<file path="config.mk">
export PLATFORM = sky130hd
export DESIGN_NAME = desc_dma
export DESIGN_NICKNAME = d
export VERILOG_FILES = /design/src/rtl/desc_dma_pkg.sv /design/src/rtl/desc_dma.sv /design/src/rtl/desc_word_mem.sv
export SDC_FILE = /design/constraint.sdc
export NUM_CORES = 1
export LEC_CHECK = 0
export BUFFER_PORTS_ARGS = -buffer_cell sky130_fd_sc_hd__buf_4
export CAP_MARGIN = 20
export CORE_MARGIN = 3
export CORE_UTILIZATION = 53
export CTS_CLUSTER_SIZE = 10
export DETAILED_ROUTE_END_ITERATION = 7
export GPL_TIMING_DRIVEN = 0
export PLACE_DENSITY = 0.75
export SLEW_MARGIN = 15
export SYNTH_ARGS = -nofsm -noshare
export SYNTH_HDL_FRONTEND = slang
export SYNTH_SLANG_ARGS = --single-unit
</file>
<file path="constraint.sdc">
create_clock -name core_clk_i -period 3.55 [get_ports core_clk_i]
set_input_delay 0.71 -clock core_clk_i [delete_from_list [all_inputs] [get_ports core_clk_i]]
set_output_delay 0.71 -clock core_clk_i [all_outputs]
set_load 0.02 [all_outputs]
</file>
<file path="src/rtl/desc_dma_pkg.sv">
// Package: descriptor field layout, register map and shared types
package desc_dma_pkg;

  // Descriptor dword 0 fields (transmit and receive)
  localparam int LEN_MSB        = 31;
  localparam int LEN_LSB        = 16;
  localparam int OWNER_BIT      = 15;
  // Transmit status positions
  localparam int TX_CCNT_MSB    = 12;
  localparam int TX_CCNT_LSB    = 8;
  localparam int TX_DEFER_BIT   = 7;
  localparam int TX_OWC_BIT     = 6;
  localparam int TX_HBEAT_BIT   = 5;
  localparam int TX_UNDR_BIT    = 4;
  localparam int TX_CSL_BIT     = 3;
  localparam int TX_COLL_BIT    = 2;
  localparam int TX_NDEF_BIT    = 1;
  localparam int TX_OK_BIT      = 0;
  // Receive status positions
  localparam int RX_HDR_BIT     = 14;
  localparam int RX_FLERR_BIT   = 13;
  localparam int RX_NSV_BIT     = 12;
  localparam int RX_DIS_BIT     = 6;
  localparam int RX_BCAST_BIT   = 5;
  localparam int RX_MCAST_BIT   = 4;
  localparam int RX_MISS_BIT    = 3;
  localparam int RX_CRC_BIT     = 2;
  localparam int RX_ALN_BIT     = 1;
  localparam int RX_OK_BIT      = 0;
  // Transmit dword 2 control fields, then the dword 3 pointer LSB
  localparam int FINAL_BIT      = 20;
  localparam int NOFCS_BIT      = 19;
  localparam int IRQ_AFTER_BIT  = 18;
  localparam int ORDER_BIT      = 17;
  localparam int FRAG_BIT       = 16;
  localparam int BLEN_MSB       = 15;
  localparam int NEXT_LSB       = 2;

  // Register byte offsets
  localparam logic [7:0] REG_CTRL    = 8'h00;
  localparam logic [7:0] REG_STATUS  = 8'h04;
  localparam logic [7:0] REG_DESC0   = 8'h10;
  localparam logic [7:0] REG_DESC1   = 8'h14;
  localparam logic [7:0] REG_DESC2   = 8'h18;
  localparam logic [7:0] REG_DESC3   = 8'h1C;
  localparam logic [7:0] REG_TXEVT   = 8'h20;
  localparam logic [7:0] REG_RXEVT   = 8'h24;
  localparam logic [7:0] REG_WB0     = 8'h28;
  localparam logic [7:0] REG_RX_STATUS = 8'h2C;
  localparam logic [7:0] REG_NEXT    = 8'h30;

  // Control register bit positions
  localparam int CTL_GO_BIT      = 0;
  localparam int CTL_RXSEL_BIT   = 1;
  localparam int CTL_FDX_BIT     = 2;
  localparam int CTL_MON_BIT     = 3;
  localparam int CTL_MII_BIT     = 4;

  localparam logic [1:0] RESP_OKAY   = 2'b00;
  localparam logic [1:0] RESP_SLVERR = 2'b10;
  localparam logic [31:0] ZERO32     = 32'h0000_0000;
  localparam logic [4:0]  CCNT_MAX   = 5'h10;
  localparam int MEM_AW              = 2;

  typedef enum logic [1:0] {
    ST_IDLE  = 2'b00,
    ST_CHECK = 2'b01,
    ST_BUILD = 2'b10,
    ST_WRITE = 2'b11
  } eng_state_e;

  // Transmit frame events from the MAC side
  typedef struct packed {
    logic [4:0] coll_cnt;
    logic       deferred;
    logic       jabber;
    logic       late_coll;
    logic       hb_coll;
    logic       underrun;
    logic       carrier_lost;
  } tx_evt_s;

  // Receive frame events from the MAC side
  typedef struct packed {
    logic [15:0] byte_cnt;
    logic        hdr_copy;
    logic        frag_full;
    logic        rx_disabled;
    logic        bcast;
    logic        mcast;
    logic        overflow;
    logic        crc_bad;
    logic        rx_err;
    logic        runt;
    logic        odd_bits;
  } rx_evt_s;

  // AXI4-Lite slave outputs
  typedef struct packed {
    logic        awready;
    logic        wready;
    logic        bvalid;
    logic [1:0]  bresp;
    logic        arready;
    logic        rvalid;
    logic [31:0] rdata;
    logic [1:0]  rresp;
  } axil_out_s;

  // Decode a register byte address to a memory word index
  function automatic logic [MEM_AW-1:0] desc_index(input logic [7:0] a);
    return a[MEM_AW+1:2];
  endfunction

  // True for descriptor word addresses
  function automatic logic is_desc(input logic [7:0] a);
    return (a >= REG_DESC0) && (a <= REG_DESC3);
  endfunction

endpackage

</file>
<file path="src/rtl/desc_dma.sv">
// Descriptor engine: checks ownership, builds status dword 0, hands descriptor back
//
// How it works
// - TX dword0: length high, owner bit 15
// - Collision count in TX bits 12..8
// - Bit 7 deferring, sticks for jabber
// - Late collision aborts, sets bit 6
// - Heartbeat bit 5, cleared by heartbeat miss
// - Underrun sets TX bit 4
// - Carrier loss sets bit 3, not in FDX
// - Bit 2 collided, not late or excessive
// - Bit 1 not deferred, bit 0 sent
// - Dword2 final, no-FCS, interrupt flags
// - Bit 16 fragment list, 17 order
// - Buffer length bits 15..0 unless fragments
// - Dword3 next pointer, low bits unused
// - Monitor mode suppresses receive writeback until status is read
// - RX dword0: byte count, owner bit 15
// - RX bit 14 header, 13 fragment full
// - RX bit 12 status valid
// - RX bits 6,5,4 disabled, bcast, mcast
// - RX bit 3 missed packet
// - RX bit 2 CRC or MII error
// - RX bit 1 alignment, 0 intact
`timescale 1ns/1ps
module desc_dma
  import desc_dma_pkg::*;
(
  input  wire logic        core_clk_i,
  input  wire logic        rst_b_i,
  // AXI4-Lite slave
  input  wire logic [7:0]  s_axi_awaddr_i,
  input  wire logic        s_axi_awvalid_i,
  output logic             s_axi_awready_o,
  input  wire logic [31:0] s_axi_wdata_i,
  input  wire logic [3:0]  s_axi_wstrb_i,
  input  wire logic        s_axi_wvalid_i,
  output logic             s_axi_wready_o,
  output logic [1:0]       s_axi_bresp_o,
  output logic             s_axi_bvalid_o,
  input  wire logic        s_axi_bready_i,
  input  wire logic [7:0]  s_axi_araddr_i,
  input  wire logic        s_axi_arvalid_i,
  output logic             s_axi_arready_o,
  output logic [31:0]      s_axi_rdata_o,
  output logic [1:0]       s_axi_rresp_o,
  output logic             s_axi_rvalid_o,
  input  wire logic        s_axi_rready_i,
  // Frame events from the MAC
  input  wire tx_evt_s     tx_evt_i,
  input  wire rx_evt_s     rx_evt_i,
  // Engine outputs
  output logic             done_o,
  output logic             irq_req_o,
  output logic             busy_o
);

  typedef struct packed {
    axil_out_s   bus;
    logic        aw_held;
    logic [7:0]  aw_addr;
    logic        w_held;
    logic [31:0] w_data;
    logic [3:0]  w_strb;
    logic        rd_pend;
    logic [7:0]  ar_addr;
    logic [4:0]  ctrl;
    logic        err_flag;
    logic        done_flag;
    tx_evt_s     tx_evt;
    rx_evt_s     rx_evt;
    logic [31:0] wb0;
    logic [31:0] rx_status;
    logic [31:0] next_ptr;
    logic        rx_status_read;
    eng_state_e  state;
    logic        done;
    logic        irq_req;
    logic        busy;
  } state_s;

  state_s st_reg;
  state_s st_next;

  logic              mem_we;
  logic [MEM_AW-1:0] mem_waddr;
  logic [31:0]       mem_wdata;
  logic [MEM_AW-1:0] mem_raddr;
  logic [31:0]       mem_rdata;

  logic [31:0] d0;
  logic [31:0] d2;
  logic [31:0] d3;

  // Descriptor words are kept in a small memory; dword 2 and dword 3 reads are time shared
  desc_word_mem u_mem (
    .core_clk_i (core_clk_i),
    .we_i       (mem_we),
    .waddr_i    (mem_waddr),
    .wdata_i    (mem_wdata),
    .raddr_i    (mem_raddr),
    .rdata_o    (mem_rdata)
  );

  // Merge byte strobes into an old word
  function automatic logic [31:0] merge(input logic [31:0] old_w,
                                        input logic [31:0] new_w,
                                        input logic [3:0]  strb);
    logic [31:0] r;
    r = old_w;
    for (int i = 0; i < 4; i++)
    begin
      if (strb[i])
      begin
        r[i*8 +: 8] = new_w[i*8 +: 8];
      end
    end
    return r;
  endfunction

  // Transmit status word from MAC events
  function automatic logic [15:0] tx_status(input tx_evt_s e, input logic fdx);
    logic [15:0] s;
    logic        excess;
    s = 16'h0000;
    excess = e.coll_cnt >= CCNT_MAX;
    s[TX_CCNT_MSB:TX_CCNT_LSB] = e.coll_cnt;
    s[TX_DEFER_BIT] = e.deferred | e.jabber;
    s[TX_OWC_BIT]   = e.late_coll;
    s[TX_HBEAT_BIT] = ~fdx & ~e.hb_coll;
    s[TX_UNDR_BIT]  = e.underrun;
    s[TX_CSL_BIT]   = ~fdx & e.carrier_lost;
    s[TX_COLL_BIT]  = (e.coll_cnt != 5'h00) & ~e.late_coll & ~excess;
    s[TX_NDEF_BIT]  = ~e.deferred & ~e.late_coll & ~excess;
    s[TX_OK_BIT]    = ~e.late_coll & ~excess & ~e.underrun;
    return s;
  endfunction

  // Receive status word from MAC events
  function automatic logic [15:0] rx_status(input rx_evt_s e, input logic mon,
                                            input logic mii);
    logic [15:0] s;
    logic        crc;
    s = 16'h0000;
    crc = ~e.runt & (e.crc_bad | (mii & e.rx_err));
    s[RX_HDR_BIT]   = e.hdr_copy;
    s[RX_FLERR_BIT] = e.frag_full;
    s[RX_NSV_BIT]   = ~(e.hdr_copy | e.frag_full);
    s[RX_DIS_BIT]   = e.rx_disabled;
    s[RX_BCAST_BIT] = e.bcast;
    s[RX_MCAST_BIT] = e.mcast;
    s[RX_MISS_BIT]  = ~crc & (mon | e.overflow);
    s[RX_CRC_BIT]   = crc;
    s[RX_ALN_BIT]   = e.crc_bad & e.odd_bits;
    s[RX_OK_BIT]    = ~crc & ~e.overflow & ~mon & ~e.runt;
    return s;
  endfunction

  // Fields of the loaded descriptor words
  assign d0 = st_reg.wb0;
  assign d2 = mem_rdata;
  assign d3 = mem_rdata;

  // Next-state logic: bus slave and descriptor engine
  always_comb
  begin
    st_next   = st_reg;
    mem_we    = 1'b0;
    mem_waddr = desc_index(st_reg.aw_addr);
    mem_wdata = merge(ZERO32, st_reg.w_data, st_reg.w_strb);
    mem_raddr = desc_index(s_axi_araddr_i);
    st_next.done    = 1'b0;
    st_next.irq_req = 1'b0;

    // Address and data taken independently
    st_next.bus.awready = ~st_reg.aw_held & ~st_reg.bus.bvalid;
    st_next.bus.wready  = ~st_reg.w_held & ~st_reg.bus.bvalid;
    if (s_axi_awvalid_i & st_reg.bus.awready)
    begin
      st_next.aw_held     = 1'b1;
      st_next.aw_addr     = s_axi_awaddr_i;
      st_next.bus.awready = 1'b0;
    end
    if (s_axi_wvalid_i & st_reg.bus.wready)
    begin
      st_next.w_held     = 1'b1;
      st_next.w_data     = s_axi_wdata_i;
      st_next.w_strb     = s_axi_wstrb_i;
      st_next.bus.wready = 1'b0;
    end

    // Commit write once both halves are in
    if (st_reg.aw_held & st_reg.w_held & ~st_reg.bus.bvalid)
    begin
      st_next.aw_held    = 1'b0;
      st_next.w_held     = 1'b0;
      st_next.bus.bvalid = 1'b1;
      st_next.bus.bresp  = RESP_OKAY;
      if (is_desc(st_reg.aw_addr))
      begin
        // Strobed bytes are written over zeros; host fills pointer and flags whole
        mem_we = st_reg.state == ST_IDLE;
      end
      else if (st_reg.aw_addr == REG_CTRL)
        st_next.ctrl = st_reg.w_data[4:0];
      else if (st_reg.aw_addr == REG_STATUS)
      begin
        // Write one to clear; a same-cycle set wins below
        if (st_reg.w_data[1]) st_next.err_flag = 1'b0;
        if (st_reg.w_data[0]) st_next.done_flag = 1'b0;
      end
      else if (st_reg.aw_addr == REG_TXEVT)
        st_next.tx_evt = st_reg.w_data[$bits(tx_evt_s)-1:0];
      else if (st_reg.aw_addr == REG_WB0)
        st_next.wb0 = st_reg.w_data;
      else
        st_next.bus.bresp = RESP_SLVERR;
    end
    if (st_reg.bus.bvalid & s_axi_bready_i)
      st_next.bus.bvalid = 1'b0;

    // Latest MAC events are sampled when no write targets them
    if (!(st_reg.aw_held & st_reg.w_held & (st_reg.aw_addr == REG_TXEVT)))
    begin
      st_next.tx_evt = tx_evt_i;
    end
    st_next.rx_evt = rx_evt_i;

    // Read channel; descriptor words come one cycle late from memory
    st_next.bus.arready = ~st_reg.rd_pend & ~st_reg.bus.rvalid;
    if (s_axi_arvalid_i & st_reg.bus.arready)
    begin
      st_next.bus.arready = 1'b0;
      st_next.rd_pend     = 1'b1;
      st_next.ar_addr     = s_axi_araddr_i;
    end
    if (st_reg.rd_pend)
    begin
      st_next.rd_pend    = 1'b0;
      st_next.bus.rvalid = 1'b1;
      st_next.bus.rresp  = RESP_OKAY;
      unique case (1'b1)
        is_desc(st_reg.ar_addr):          st_next.bus.rdata = mem_rdata;
        st_reg.ar_addr == REG_CTRL:       st_next.bus.rdata = {27'h0, st_reg.ctrl};
        st_reg.ar_addr == REG_STATUS:     st_next.bus.rdata =
                                            {29'h0, busy_o, st_reg.err_flag,
                                             st_reg.done_flag};
        st_reg.ar_addr == REG_TXEVT:      st_next.bus.rdata =
                                            {{(32-$bits(tx_evt_s)){1'b0}}, st_reg.tx_evt};
        st_reg.ar_addr == REG_RXEVT:      st_next.bus.rdata =
                                            {{(32-$bits(rx_evt_s)){1'b0}}, st_reg.rx_evt};
        st_reg.ar_addr == REG_WB0:        st_next.bus.rdata = st_reg.wb0;
        st_reg.ar_addr == REG_RX_STATUS:
        begin
          st_next.bus.rdata = st_reg.rx_status;
          // Reading in monitor mode re-enables receive writeback
          if (st_reg.ctrl[CTL_MON_BIT]) st_next.rx_status_read = 1'b1;
        end
        st_reg.ar_addr == REG_NEXT:       st_next.bus.rdata = st_reg.next_ptr;
        default:
        begin
          st_next.bus.rdata = ZERO32;
          st_next.bus.rresp = RESP_SLVERR;
        end
      endcase
    end
    if (st_reg.bus.rvalid & s_axi_rready_i)
      st_next.bus.rvalid = 1'b0;
    if (~st_reg.ctrl[CTL_MON_BIT])
      st_next.rx_status_read = 1'b0;

    // Descriptor engine
    unique case (st_reg.state)
      ST_IDLE:
      begin
        if (st_reg.ctrl[CTL_GO_BIT])
        begin
          st_next.ctrl[CTL_GO_BIT] = 1'b0;
          st_next.state = ST_CHECK;
          mem_raddr = desc_index(REG_DESC2);
        end
      end
      ST_CHECK:
      begin
        // Only a controller-owned descriptor is worked on
        if (~d0[OWNER_BIT])
        begin
          st_next.err_flag = 1'b1;
          st_next.state    = ST_IDLE;
        end
        else
        begin
          st_next.irq_req = ~st_reg.ctrl[CTL_RXSEL_BIT] & d2[IRQ_AFTER_BIT];
          // Fragment list ignores the buffer length and final flag
          if (~st_reg.ctrl[CTL_RXSEL_BIT] & ~d2[FRAG_BIT])
            st_next.wb0[LEN_MSB:LEN_LSB] = d2[BLEN_MSB:0];
          st_next.state = ST_BUILD;
        end
        mem_raddr = desc_index(REG_DESC3);
      end
      ST_BUILD:
      begin
        st_next.next_ptr = {d3[31:NEXT_LSB], 2'b00};
        if (st_reg.ctrl[CTL_RXSEL_BIT])
        begin
          st_next.rx_status = {16'h0000,
                               rx_status(st_reg.rx_evt, st_reg.ctrl[CTL_MON_BIT],
                                         st_reg.ctrl[CTL_MII_BIT])};
          // Monitor mode leaves the host's dword 0 alone unless status was read
          if (~st_reg.ctrl[CTL_MON_BIT] | st_reg.rx_status_read)
            st_next.wb0 = {st_reg.rx_evt.byte_cnt, st_next.rx_status[15:0]};
        end
        else
        begin
          st_next.wb0[15:0] = tx_status(st_reg.tx_evt, st_reg.ctrl[CTL_FDX_BIT]);
        end
        st_next.state = ST_WRITE;
      end
      ST_WRITE:
      begin
        // Monitor mode holds back receive writeback unless status was read
        if (~(st_reg.ctrl[CTL_RXSEL_BIT] & st_reg.ctrl[CTL_MON_BIT] &
              ~st_reg.rx_status_read))
          st_next.wb0[OWNER_BIT] = 1'b0;
        st_next.done_flag = 1'b1;
        st_next.done      = 1'b1;
        st_next.state     = ST_IDLE;
      end
    endcase
    // Kept as a flop so busy_o needs no decode after the register
    st_next.busy = st_next.state != ST_IDLE;
  end

  // Single state register
  always_ff @(posedge core_clk_i)
  begin
    if (!rst_b_i)
    begin
      st_reg <= '0;
    end
    else
    begin
      st_reg <= st_next;
    end
  end

  assign s_axi_awready_o = st_reg.bus.awready;
  assign s_axi_wready_o  = st_reg.bus.wready;
  assign s_axi_bvalid_o  = st_reg.bus.bvalid;
  assign s_axi_bresp_o   = st_reg.bus.bresp;
  assign s_axi_arready_o = st_reg.bus.arready;
  assign s_axi_rvalid_o  = st_reg.bus.rvalid;
  assign s_axi_rdata_o   = st_reg.bus.rdata;
  assign s_axi_rresp_o   = st_reg.bus.rresp;
  assign done_o          = st_reg.done;
  assign irq_req_o       = st_reg.irq_req;
  assign busy_o          = st_reg.busy;

endmodule // desc_dma

</file>
<file path="src/rtl/desc_word_mem.sv">
// Four-word descriptor memory with registered read data
`timescale 1ns/1ps
module desc_word_mem
  import desc_dma_pkg::*;
(
  input  wire logic              core_clk_i,
  input  wire logic              we_i,
  input  wire logic [MEM_AW-1:0] waddr_i,
  input  wire logic [31:0]       wdata_i,
  input  wire logic [MEM_AW-1:0] raddr_i,
  output logic      [31:0]       rdata_o
);

  logic [31:0] word_mem [0:(1<<MEM_AW)-1];
  logic [31:0] rdata_reg;

  // Write port and registered read port; no reset, software loads it
  always_ff @(posedge core_clk_i)
  begin
    if (we_i)
    begin
      word_mem[waddr_i] <= wdata_i;
    end
    rdata_reg <= word_mem[raddr_i];
  end

  assign rdata_o = rdata_reg;

endmodule // desc_word_mem

</file>
==> results_dict.tcl, run 1 <==
set metrics [dict create \
    ant_nets 0 \
    tightest_slew_ns 0.925 \
    drive_gt1_frac 0.169 \
    drc 0 \
    core_area_um2 28000 \
    finalPower_mw 10.5 \
    area_growth_pct 19.1 \
    status "completed" \
    overflow 0 \
    grt_usage 0.279 \
    cts_hold_buf 0 \
    p_leak_nw 6.84 \
    p_per_area_nw_per_um2 582 \
    die_h_um 175 \
    whs_ns 0.387 \
    final_cell_area_um2 18100 \
    drt_first_pass_iters 5 \
    htreeDepth 2 \
    dp_cells 1921 \
    worstPathMaxFanout 10 \
    gp_congestion 0.961 \
    synth_cell_types 60 \
    crit_required_ns 3.99 \
    grt_max_degree 24 \
    clk_path_buf_depth 3 \
    finalHoldViolations 0 \
    ctsResizeCount 0 \
    maxCapViolations 0 \
    largest_register_ff_count 140 \
    arrival_ns 3.40 \
    cts.sinks 376 \
    wl_mm 43.6 \
    synth-edff-count 128 \
    fin_cells 1990 \
    critPathLaunchType "flip-flop" \
    peakVddDrop_mv 0.358 \
    cts_setup_buffers 0 \
    fmax_mhz 337 \
    num_vias 11500 \
    antenna_found_initial 0 \
    die_w_um 175 \
    core.rowCount 61 \
    clkLatencyLatePin_ns 0.53 \
    min_period_over_period 0.835 \
    crit_type "flip-flop to flip-flop" \
    wl_per_cell_um 21.9 \
    ys_ff_latch 376 \
    hold_path.class "input pin to flip-flop" \
    tritoncts "yes" \
    final-max-slew-violation-count 0 \
    rsz0062_at_grt "no" \
    tns_ns 0 \
    cts_inserted_buffers 43 \
    nets 1688 \
    io_pins 140 \
    cts_root_buf "clkbuf_16" \
    grt_pass1_vias 11400 \
    drt-vias-per-instance 5.78 \
    synthFlopType "dfxtp_1" \
    syn_avg_cell_area_um2 10.9 \
    min_period_ns 2.96 \
    syn_area_um2 15200 \
    clk_pin_slew_ns 0.06 \
    async_flop_share 0 \
    post-dp-hpwl_mm 31.5 \
    die-area_um2 30700 \
    syn_inst 1399 \
    setup_viol 0 \
    post_dp_cell_area_um2 16900 \
    setup.worst_path.end_class "flip-flop" \
    max-slew-margin-rel 0.378 \
    skew_ns 0.0101 \
    start_util 0.542 \
    ys_seq_area_frac 0.580 \
    grt_pass1_wl_mm 65.8 \
    drt-initial-drc-count 1032 \
    io_buffers 137 \
    ys_warn_count 0 \
]
worst paths after layout:
| path | startpoint | to | slack (ns) | cells past startpoint |
|---|---|---|---|---|
| hold reg to reg | s_axi_rdata_o[30] | s_axi_rdata_o[30] | 0.45 | 2 |
| setup reg to reg | st_reg[3] | u_mem.rdata_o[30] | 0.59 | 9 |
| setup / recovery | st_reg[3] | u_mem.rdata_o[30] | 0.59 | 9 |
| hold / removal | rx_evt_i[7] | st_reg[109] | 0.39 | 2 |
cells in the mapped netlist (2+ instances only):
| library cell | n | area [um2] |
|---|---|---|
| dfxtp_1 | 248 | 4960 |
| nand2_1 | 190 | 713 |
| edfxtp_1 | 128 | 3840 |
| mux2i_1 | 106 | 1060 |
| clkbuf_1 | 68 | 255 |
| and2_1 | 65 | 407 |
| a21boi_0 | 60 | 450 |
| o22ai_1 | 55 | 344 |
| a21oi_1 | 54 | 270 |
| nor2b_1 | 44 | 275 |
| o21ai_0 | 44 | 220 |
| buf_4 | 37 | 278 |
| a22oi_1 | 35 | 263 |
| nor2_1 | 32 | 120 |
| o21ai_1 | 29 | 145 |
| a22o_1 | 25 | 219 |
| nand3_1 | 18 | 90.1 |
| o21a_1 | 18 | 135 |
| nor3_1 | 16 | 80.1 |
| a31oi_1 | 13 | 81.3 |
| buf_2 | 13 | 65.1 |
| a221oi_1 | 9 | 78.8 |
| inv_1 | 8 | 30.0 |
| mux2_2 | 7 | 78.8 |
| buf_1 | 6 | 22.5 |
| o21ai_2 | 6 | 52.6 |
| a222oi_1 | 5 | 50.1 |
| and3_1 | 4 | 25.0 |
| ha_1 | 4 | 50.1 |
| nand4_1 | 4 | 25.0 |
| nor4_1 | 4 | 25.0 |
| a211oi_1 | 3 | 22.5 |
| buf_6 | 3 | 33.8 |
| mux4_2 | 3 | 67.6 |
| and3b_1 | 2 | 17.5 |
| nand2b_1 | 2 | 12.5 |
| nor3b_1 | 2 | 15.0 |
| nor4b_1 | 2 | 17.5 |
| o211a_1 | 2 | 20.0 |
| o211ai_1 | 2 | 15.0 |
| or2_1 | 2 | 12.5 |
| or2_2 | 2 | 12.5 |
| or3_1 | 2 | 12.5 |
logic make-up after synthesis:
group / count (synthesis) / synth area share
mux: 117 / 0.0812
buf+inv: 135 / 0.0451
fa+ha+maj: 4 / 0.00330
other cells: 1 / 0.000247
compound gates: 368 / 0.162
flops: 376 / 0.580
simple gates: 398 / 0.128
critical path, stage by stage, from the launching register on:
cell      delay [ns]
dfxtp_1         0.33
inv_1           0.12
ha_1            0.32
nand2_1         0.18
a21oi_1         0.64
or2_1           0.19
clkbuf_1        0.23
clkbuf_1        0.48
o22ai_1         0.17
a21oi_1         0.21
final cells by class:
type	instances	area [um2]
fill	2254	9930
sequential	376	8810
multi-input combinational	889	5740
clock buffer	66	1190
timing repair buffer	143	1150
buffer	127	654
tap	378	473
inverter	8	30.0
clock inverter	2	25.0
antenna	1	2.50
layout by cell type (no fill, tap or decap), types with 25 or more instances in the layout:
| cell type | n |
|---|---|
| a22o_1 | 25 |
| nor2b_1 | 44 |
| clkbuf_16 | 44 |
| nand2_1 | 190 |
| edfxtp_1 | 128 |
| nor2_1 | 30 |
| buf_4 | 174 |
| dfxtp_1 | 248 |
| o21ai_1 | 29 |
| a21boi_0 | 60 |
| o22ai_1 | 55 |
| o21ai_0 | 44 |
| and2_1 | 65 |
| clkbuf_1 | 89 |
| a22oi_1 | 35 |
| mux2i_1 | 106 |
| a21oi_1 | 54 |
metal layers:
metal	vias up	share of wire	GRT usage	wire, um
met5	-	0	0	0
met4	0	0.042	0.116	1840
met3	108	0.077	0.0502	3360
met2	530	0.47	0.452	20300
met1	5475	0.41	0.373	18000
li1	5399	-	-	-
where the power goes:
group          leakage (nW)  switching, mW  total [mW]  internal (mW)
combinational          3.04          0.914        1.55          0.635
sequential             3.22          0.334        5.05           4.72
clock                 0.586           1.62        3.92           2.29
metrics by stage:
| step | utilization | setup slack [ns] |
|---|---|---|
| 4_1_cts | 0.645 | 0.610 |
| 3_5_place_dp | 0.602 | 0.699 |
| 6_report | 0.646 | 0.586 |
| 2_1_floorplan | - | 0.414 |
| 5_1_grt | 0.645 | 0.419 |
| 3_3_place_gp | 0.596 | -0.746 |
(Power assumes the default switching activity.)
==> run 2, diff against run 1 <==
--- a/config.mk
+++ b/config.mk
@@ -8,11 +8,11 @@
 export BUFFER_PORTS_ARGS = -buffer_cell sky130_fd_sc_hd__buf_4
 export CAP_MARGIN = 20
 export CORE_MARGIN = 3
-export CORE_UTILIZATION = 53
+export CORE_UTILIZATION = 59
 export CTS_CLUSTER_SIZE = 10
 export DETAILED_ROUTE_END_ITERATION = 7
 export GPL_TIMING_DRIVEN = 0
-export PLACE_DENSITY = 0.75
+export PLACE_DENSITY = 0.79
 export SLEW_MARGIN = 15
 export SYNTH_ARGS = -nofsm -noshare
 export SYNTH_HDL_FRONTEND = slang
==> constraint.sdc (replaced) <==
create_clock -name core_clk_i -period 3.1 [get_ports core_clk_i]
set_input_delay 0.62 -clock core_clk_i [delete_from_list [all_inputs] [get_ports core_clk_i]]
set_output_delay 0.62 -clock core_clk_i [all_outputs]
set_load 0.02 [all_outputs]
==> run 2 against run 1 <==
- sequential power rose by 14%
- via count rose by 3.2%
- highest routed layer unchanged
- fmax fell by 0.34%
- critical endpoint is now u_mem.rdata_o[7]
==> results_dict.tcl, run 2 (synthesized netlist as in run 1, its figures left out) <==
set metrics [dict create \
    met1_usage 0.396 \
    crit_chain "inv_1 -> ha_1 -> nand2_1 -> a21oi_1 -> or2_1 -> clkbuf_1 -> clkbuf_1 -> o22ai_1 -> a21oi_1" \
    worstPathMaxFanout 10 \
    final_common_cell "dfxtp_1" \
    cpPeakStageDelay_ns 0.59 \
    hold_path.class "input pin to flip-flop" \
    cts_hold_buf 0 \
    skew_ns 0.0151 \
    worst_hold_path.endpoint "st_reg[109]" \
    cts_root_buf "clkbuf_16" \
    tightest_slew_ns 0.864 \
    slowest_stage "a21oi_1" \
    drt-vias-per-instance 6.10 \
    hold_start "rx_evt_i[7]" \
    wl_mm 43.4 \
    drive_gt1_frac 0.169 \
    gr-max-usage-layer "met2" \
    fmax_mhz 336 \
    drt_first_pass_iters 6 \
    final-max-slew-violation-count 0 \
    tritoncts "yes" \
    min_period_over_period 0.959 \
    mostFrequentLayoutCells "dfxtp_1 (248), nand2_1 (190), buf_4 (174)" \
    grt_usage 0.303 \
    start_util 0.601 \
    core.rowCount 58 \
    p_per_area_nw_per_um2 671 \
    nets 1690 \
    p_leak_nw 6.85 \
    max-slew-margin-rel 0.424 \
    drt-initial-drc-count 1378 \
    clk_path_buf_depth 3 \
    cts_inserted_buffers 44 \
    largest_register_ff_count 140 \
    arrival_ns 3.39 \
    drc 0 \
    gp_congestion 0.953 \
    critPathLaunchType "flip-flop" \
    antenna_found_initial 0 \
    post-dp-hpwl_mm 31.1 \
    rrSetupSlack_ns 0.13 \
    area_growth_pct 18.8 \
    grt_pass1_wl_mm 65.5 \
    met2_usage 0.501 \
    crit_required_ns 3.51 \
    min_period_ns 2.97 \
    htreeDepth 2 \
    rsz0062_at_grt "no" \
    wl_per_cell_um 22.3 \
    cts.sinks 376 \
    globalRouteMet3Util 0.0532 \
    die_w_um 166 \
    io_pins 140 \
    fin_cells 1947 \
    whs_path_depth 2 \
    overflow 0 \
    grt_max_degree 18 \
    status "completed" \
    die-area_um2 27700 \
    crit_type "flip-flop to flip-flop" \
    io_buffers 137 \
    ctsResizeCount 0 \
    dp_cells 1874 \
    clkLatencyLatePin_ns 0.53 \
    setup.worst_path.end_class "flip-flop" \
    reg2reg_from "st_reg[3]" \
    peakVddDrop_mv 0.524 \
    setup_viol 0 \
    finalPower_mw 12.1 \
    grt_pass1_vias 11600 \
    core_area_um2 25300 \
    maxCapViolations 0 \
    clk_pin_slew_ns 0.06 \
    die_h_um 166 \
    finalHoldViolations 0 \
    rr_endpoint "u_mem.rdata_o[7]" \
    reg2reg_depth 9 \
    ant_nets 0 \
    cts_setup_buffers 0 \
    num_vias 11900 \
]
run 2: cell types whose count changed in the layout (fill, tap and decap cells not counted), sizes merged:
cell	previous run	this run
clkbuf	134	137
inv	9	10
buf	202	203
run 2: where the power goes:
part           internal, mW  switching (mW)  total [mW]  leakage, nW
logic                 0.726            1.07        1.79         3.04
clock network          2.65            1.89        4.54        0.594
registers              5.41           0.377        5.78         3.22
total                  8.78            3.33        12.1         6.85
run 2: critical path, delay by kind of cell (launching register included):
kind	cells	cell delay [ns]
buf+inv	3	0.83
compound gates	3	1.07
flops	1	0.32
simple gates	2	0.35
fa+ha+maj	1	0.29
run 2: layer usage:
layer	vias to the layer above	share of wire
met1	5710	0.39
met4	0	0.048
met5	-	0
met3	121	0.083
li1	5409	-
met2	639	0.47
run 2: layout make-up:
type / count / area [um2]
Timing Repair Buffer: 144 / 1160
Buffer: 127 / 654
Tap cell: 330 / 413
Inverter: 8 / 30.0
Clock inverter: 3 / 33.8
Fill cell: 1857 / 7210
Antenna cell: 1 / 2.50
Clock buffer: 69 / 1200
Sequential cell: 376 / 8810
Multi-Input combinational cell: 889 / 5740
run 2: how the worst max path moves through the flow:
stage / start / to / slack (ns) / cells after the start
after floorplan: s_axi_bvalid_o / u_mem.word_mem[3][0] / -0.04 / 5
after global placement: s_axi_bvalid_o / u_mem.word_mem[3][30] / -1.19 / 5
after detailed placement: st_reg[3] / u_mem.rdata_o[7] / 0.25 / 9
after CTS: st_reg[3] / u_mem.rdata_o[7] / 0.19 / 9
after global routing: st_reg[4] / u_mem.rdata_o[7] / 0.02 / 9
final: st_reg[3] / u_mem.rdata_o[7] / 0.13 / 9
run 2: through the flow:
step / setup slack [ns] / util / hold slack (ns) / instance area [um2] / TNS (ns)
after CTS: 0.188 / 0.714 / 0.289 / 18000 / 0
after detailed placement: 0.248 / 0.665 / 0.445 / 16800 / 0
final: 0.126 / 0.714 / 0.297 / 18000 / 0
after global routing: 0.0208 / 0.714 / 0.300 / 18000 / 0
after floorplan: -0.0364 / - / 0.427 / 15200 / -1.87
after global placement: -1.19 / 0.659 / 0.438 / 16600 / -115.25
==> run 3, diff against run 2 <==
--- a/config.mk
+++ b/config.mk
@@ -8,11 +8,10 @@
 export BUFFER_PORTS_ARGS = -buffer_cell sky130_fd_sc_hd__buf_4
 export CAP_MARGIN = 20
 export CORE_MARGIN = 3
-export CORE_UTILIZATION = 59
+export CORE_UTILIZATION = 53
 export CTS_CLUSTER_SIZE = 10
 export DETAILED_ROUTE_END_ITERATION = 7
-export GPL_TIMING_DRIVEN = 0
-export PLACE_DENSITY = 0.79
+export PLACE_DENSITY = 0.77
 export SLEW_MARGIN = 15
 export SYNTH_ARGS = -nofsm -noshare
 export SYNTH_HDL_FRONTEND = slang
==> constraint.sdc (replaced) <==
create_clock -name core_clk_i -period 2.7 [get_ports core_clk_i]
set_input_delay 0.54 -clock core_clk_i [delete_from_list [all_inputs] [get_ports core_clk_i]]
set_output_delay 0.54 -clock core_clk_i [all_outputs]
set_load 0.02 [all_outputs]
==> run 3 against run 2 <==
- clock skew is 0.0057 ns higher
- fmax is 29% higher
- sequential cell count stayed put
- combinational power is 10% higher
- clock power is 11% higher
- worst setup slack better by 0.27 ns
- critical path type unchanged
==> results_dict.tcl, run 3 (synthesized netlist as in run 1, its figures left out) <==
set metrics [dict create \
    drt_first_pass_iters 6 \
    worst-path-buf-inv 1 \
    nets 1586 \
    min_period_ns 2.31 \
    antenna_found_initial 1 \
    htreeDepth 2 \
    num_vias 11100 \
    crit_type "flip-flop to flip-flop" \
    p_per_area_nw_per_um2 778 \
    grt_pass1_vias 11000 \
    overflow 0 \
    arrival_ns 2.75 \
    largest_register_ff_count 140 \
    setup_slack_ns 0.394 \
    area_growth_pct 15.6 \
    clkLatencyLatePin_ns 0.54 \
    slowest_stage "o21ai_1" \
    grt_pass1_wl_mm 60.8 \
    gr-max-usage-layer "met2" \
    wl_per_cell_um 21.0 \
    met2_usage 0.410 \
    maxCapViolations 0 \
    drive_gt1_frac 0.164 \
    cts_setup_buffers 0 \
    tns_ns 0 \
    final_common_cell "dfxtp_1" \
    worstPathMaxFanout 16 \
    hold_path.class "input pin to flip-flop" \
    grt_max_degree 76 \
    rsz0062_at_grt "no" \
    met1_usage 0.333 \
    finalHoldViolations 0 \
    finalPower_mw 13.7 \
    pre_cts_ws_ns 0.546 \
    grt_usage 0.253 \
    crit_required_ns 3.15 \
    mostFrequentLayoutCells "dfxtp_1 (248), nand2_1 (190), buf_4 (163)" \
    cpPeakStageDelay_ns 0.92 \
    clk_pin_slew_ns 0.06 \
    p_leak_nw 6.58 \
    cts_hold_buf 0 \
    clk_path_buf_depth 3 \
    post-dp-hpwl_mm 26.0 \
    drt-vias-per-instance 5.90 \
    core.rowCount 61 \
    setup.worst_path.end_class "flip-flop" \
    cts.sinks 376 \
    tightest_slew_ns 1.20 \
    wl_mm 39.6 \
    cts_inserted_buffers 43 \
    fin_util 0.627 \
    die_w_um 175 \
    core_area_um2 28000 \
    ant_nets 0 \
    peakVddDrop_mv 0.542 \
    tritoncts "yes" \
    cts_root_buf "clkbuf_16" \
    critPathLaunchType "flip-flop" \
    io_pins 140 \
    fill_cells 2217 \
    final-max-slew-violation-count 0 \
    min_period_over_period 0.854 \
    cp_common_cell "nor2b_1" \
    max-slew-margin-rel 0.194 \
    die_h_um 175 \
    crit_chain "nor2b_1 -> nor2b_1 -> buf_4 -> o21ai_1 -> o21ai_0 -> o22ai_1" \
    start_util 0.542 \
    globalRouteMet3Util 0.0413 \
    drt-initial-drc-count 1093 \
    io_buffers 137 \
    drc 0 \
    ctsResizeCount 0 \
    crit_family "compound AO/OA/AOI/OAI gates" \
    n_antenna_cell 0 \
    skew_ns 0.0208 \
    setup_viol 0 \
    status "completed" \
    die-area_um2 30700 \
    fmax_mhz 434 \
    gp_congestion 0.894 \
]
-- run 3: changes by cell type in the layout (fill, tap and decap cells not counted), moves of 3 or more --
cell / before / now
buf_2: 14 / 0
buf_12: 0 / 5
buf_4: 174 / 163
buf_6: 4 / 0
buf_16: 3 / 0
clkbuf_1: 92 / 19
buf_1: 6 / 0
-- run 3: cell type report --
class | instances | area (um2) | share of cell area
Clock buffer | 62 | 1150 | 0.0653
Timing Repair Buffer | 168 | 1320 | 0.0754
Sequential cell | 376 | 8810 | 0.502
Multi-Input combinational cell | 889 | 5750 | 0.327
Clock inverter | 4 | 31.3 | 0.00178
Inverter | 8 | 30.0 | 0.00171
Tap cell | 378 | 473 | 0.0269
-- run 3: final timing paths --
path / startpoint / end / slack, ns / depth (start not counted)
worst min register to register: s_axi_rdata_o[29] / s_axi_rdata_o[29] / 0.45 / 2
worst max-delay path: st_reg[144] / d0[18] / 0.39 / 6
worst max register to register: st_reg[144] / d0[18] / 0.39 / 6
worst min-delay path: rx_evt_i[1] / st_reg[103] / 0.21 / 2
-- run 3: per-stage QoR --
step	instances	cell area [um2]	hold WS (ns)
finish	1885	17600	0.211
detailed placement	1819	16400	0.446
global route	1885	17600	0.211
CTS	1885	17600	0.195
global placement	1819	16400	0.438
floorplan	1400	15200	0.427
-- run 3: routing by layer --
layer / vias up / wire (um)
met5: - / 11
met2: 481 / 18700
met3: 106 / 2710
met4: 2 / 1990
met1: 5339 / 16200
li1: 5201 / -
-- run 3: report_power, final --
group	internal, mW	switching, mW	leakage (nW)
Sequential	6.21	0.450	3.22
Clock	2.92	2.12	0.570
Combinational	0.832	1.14	2.79
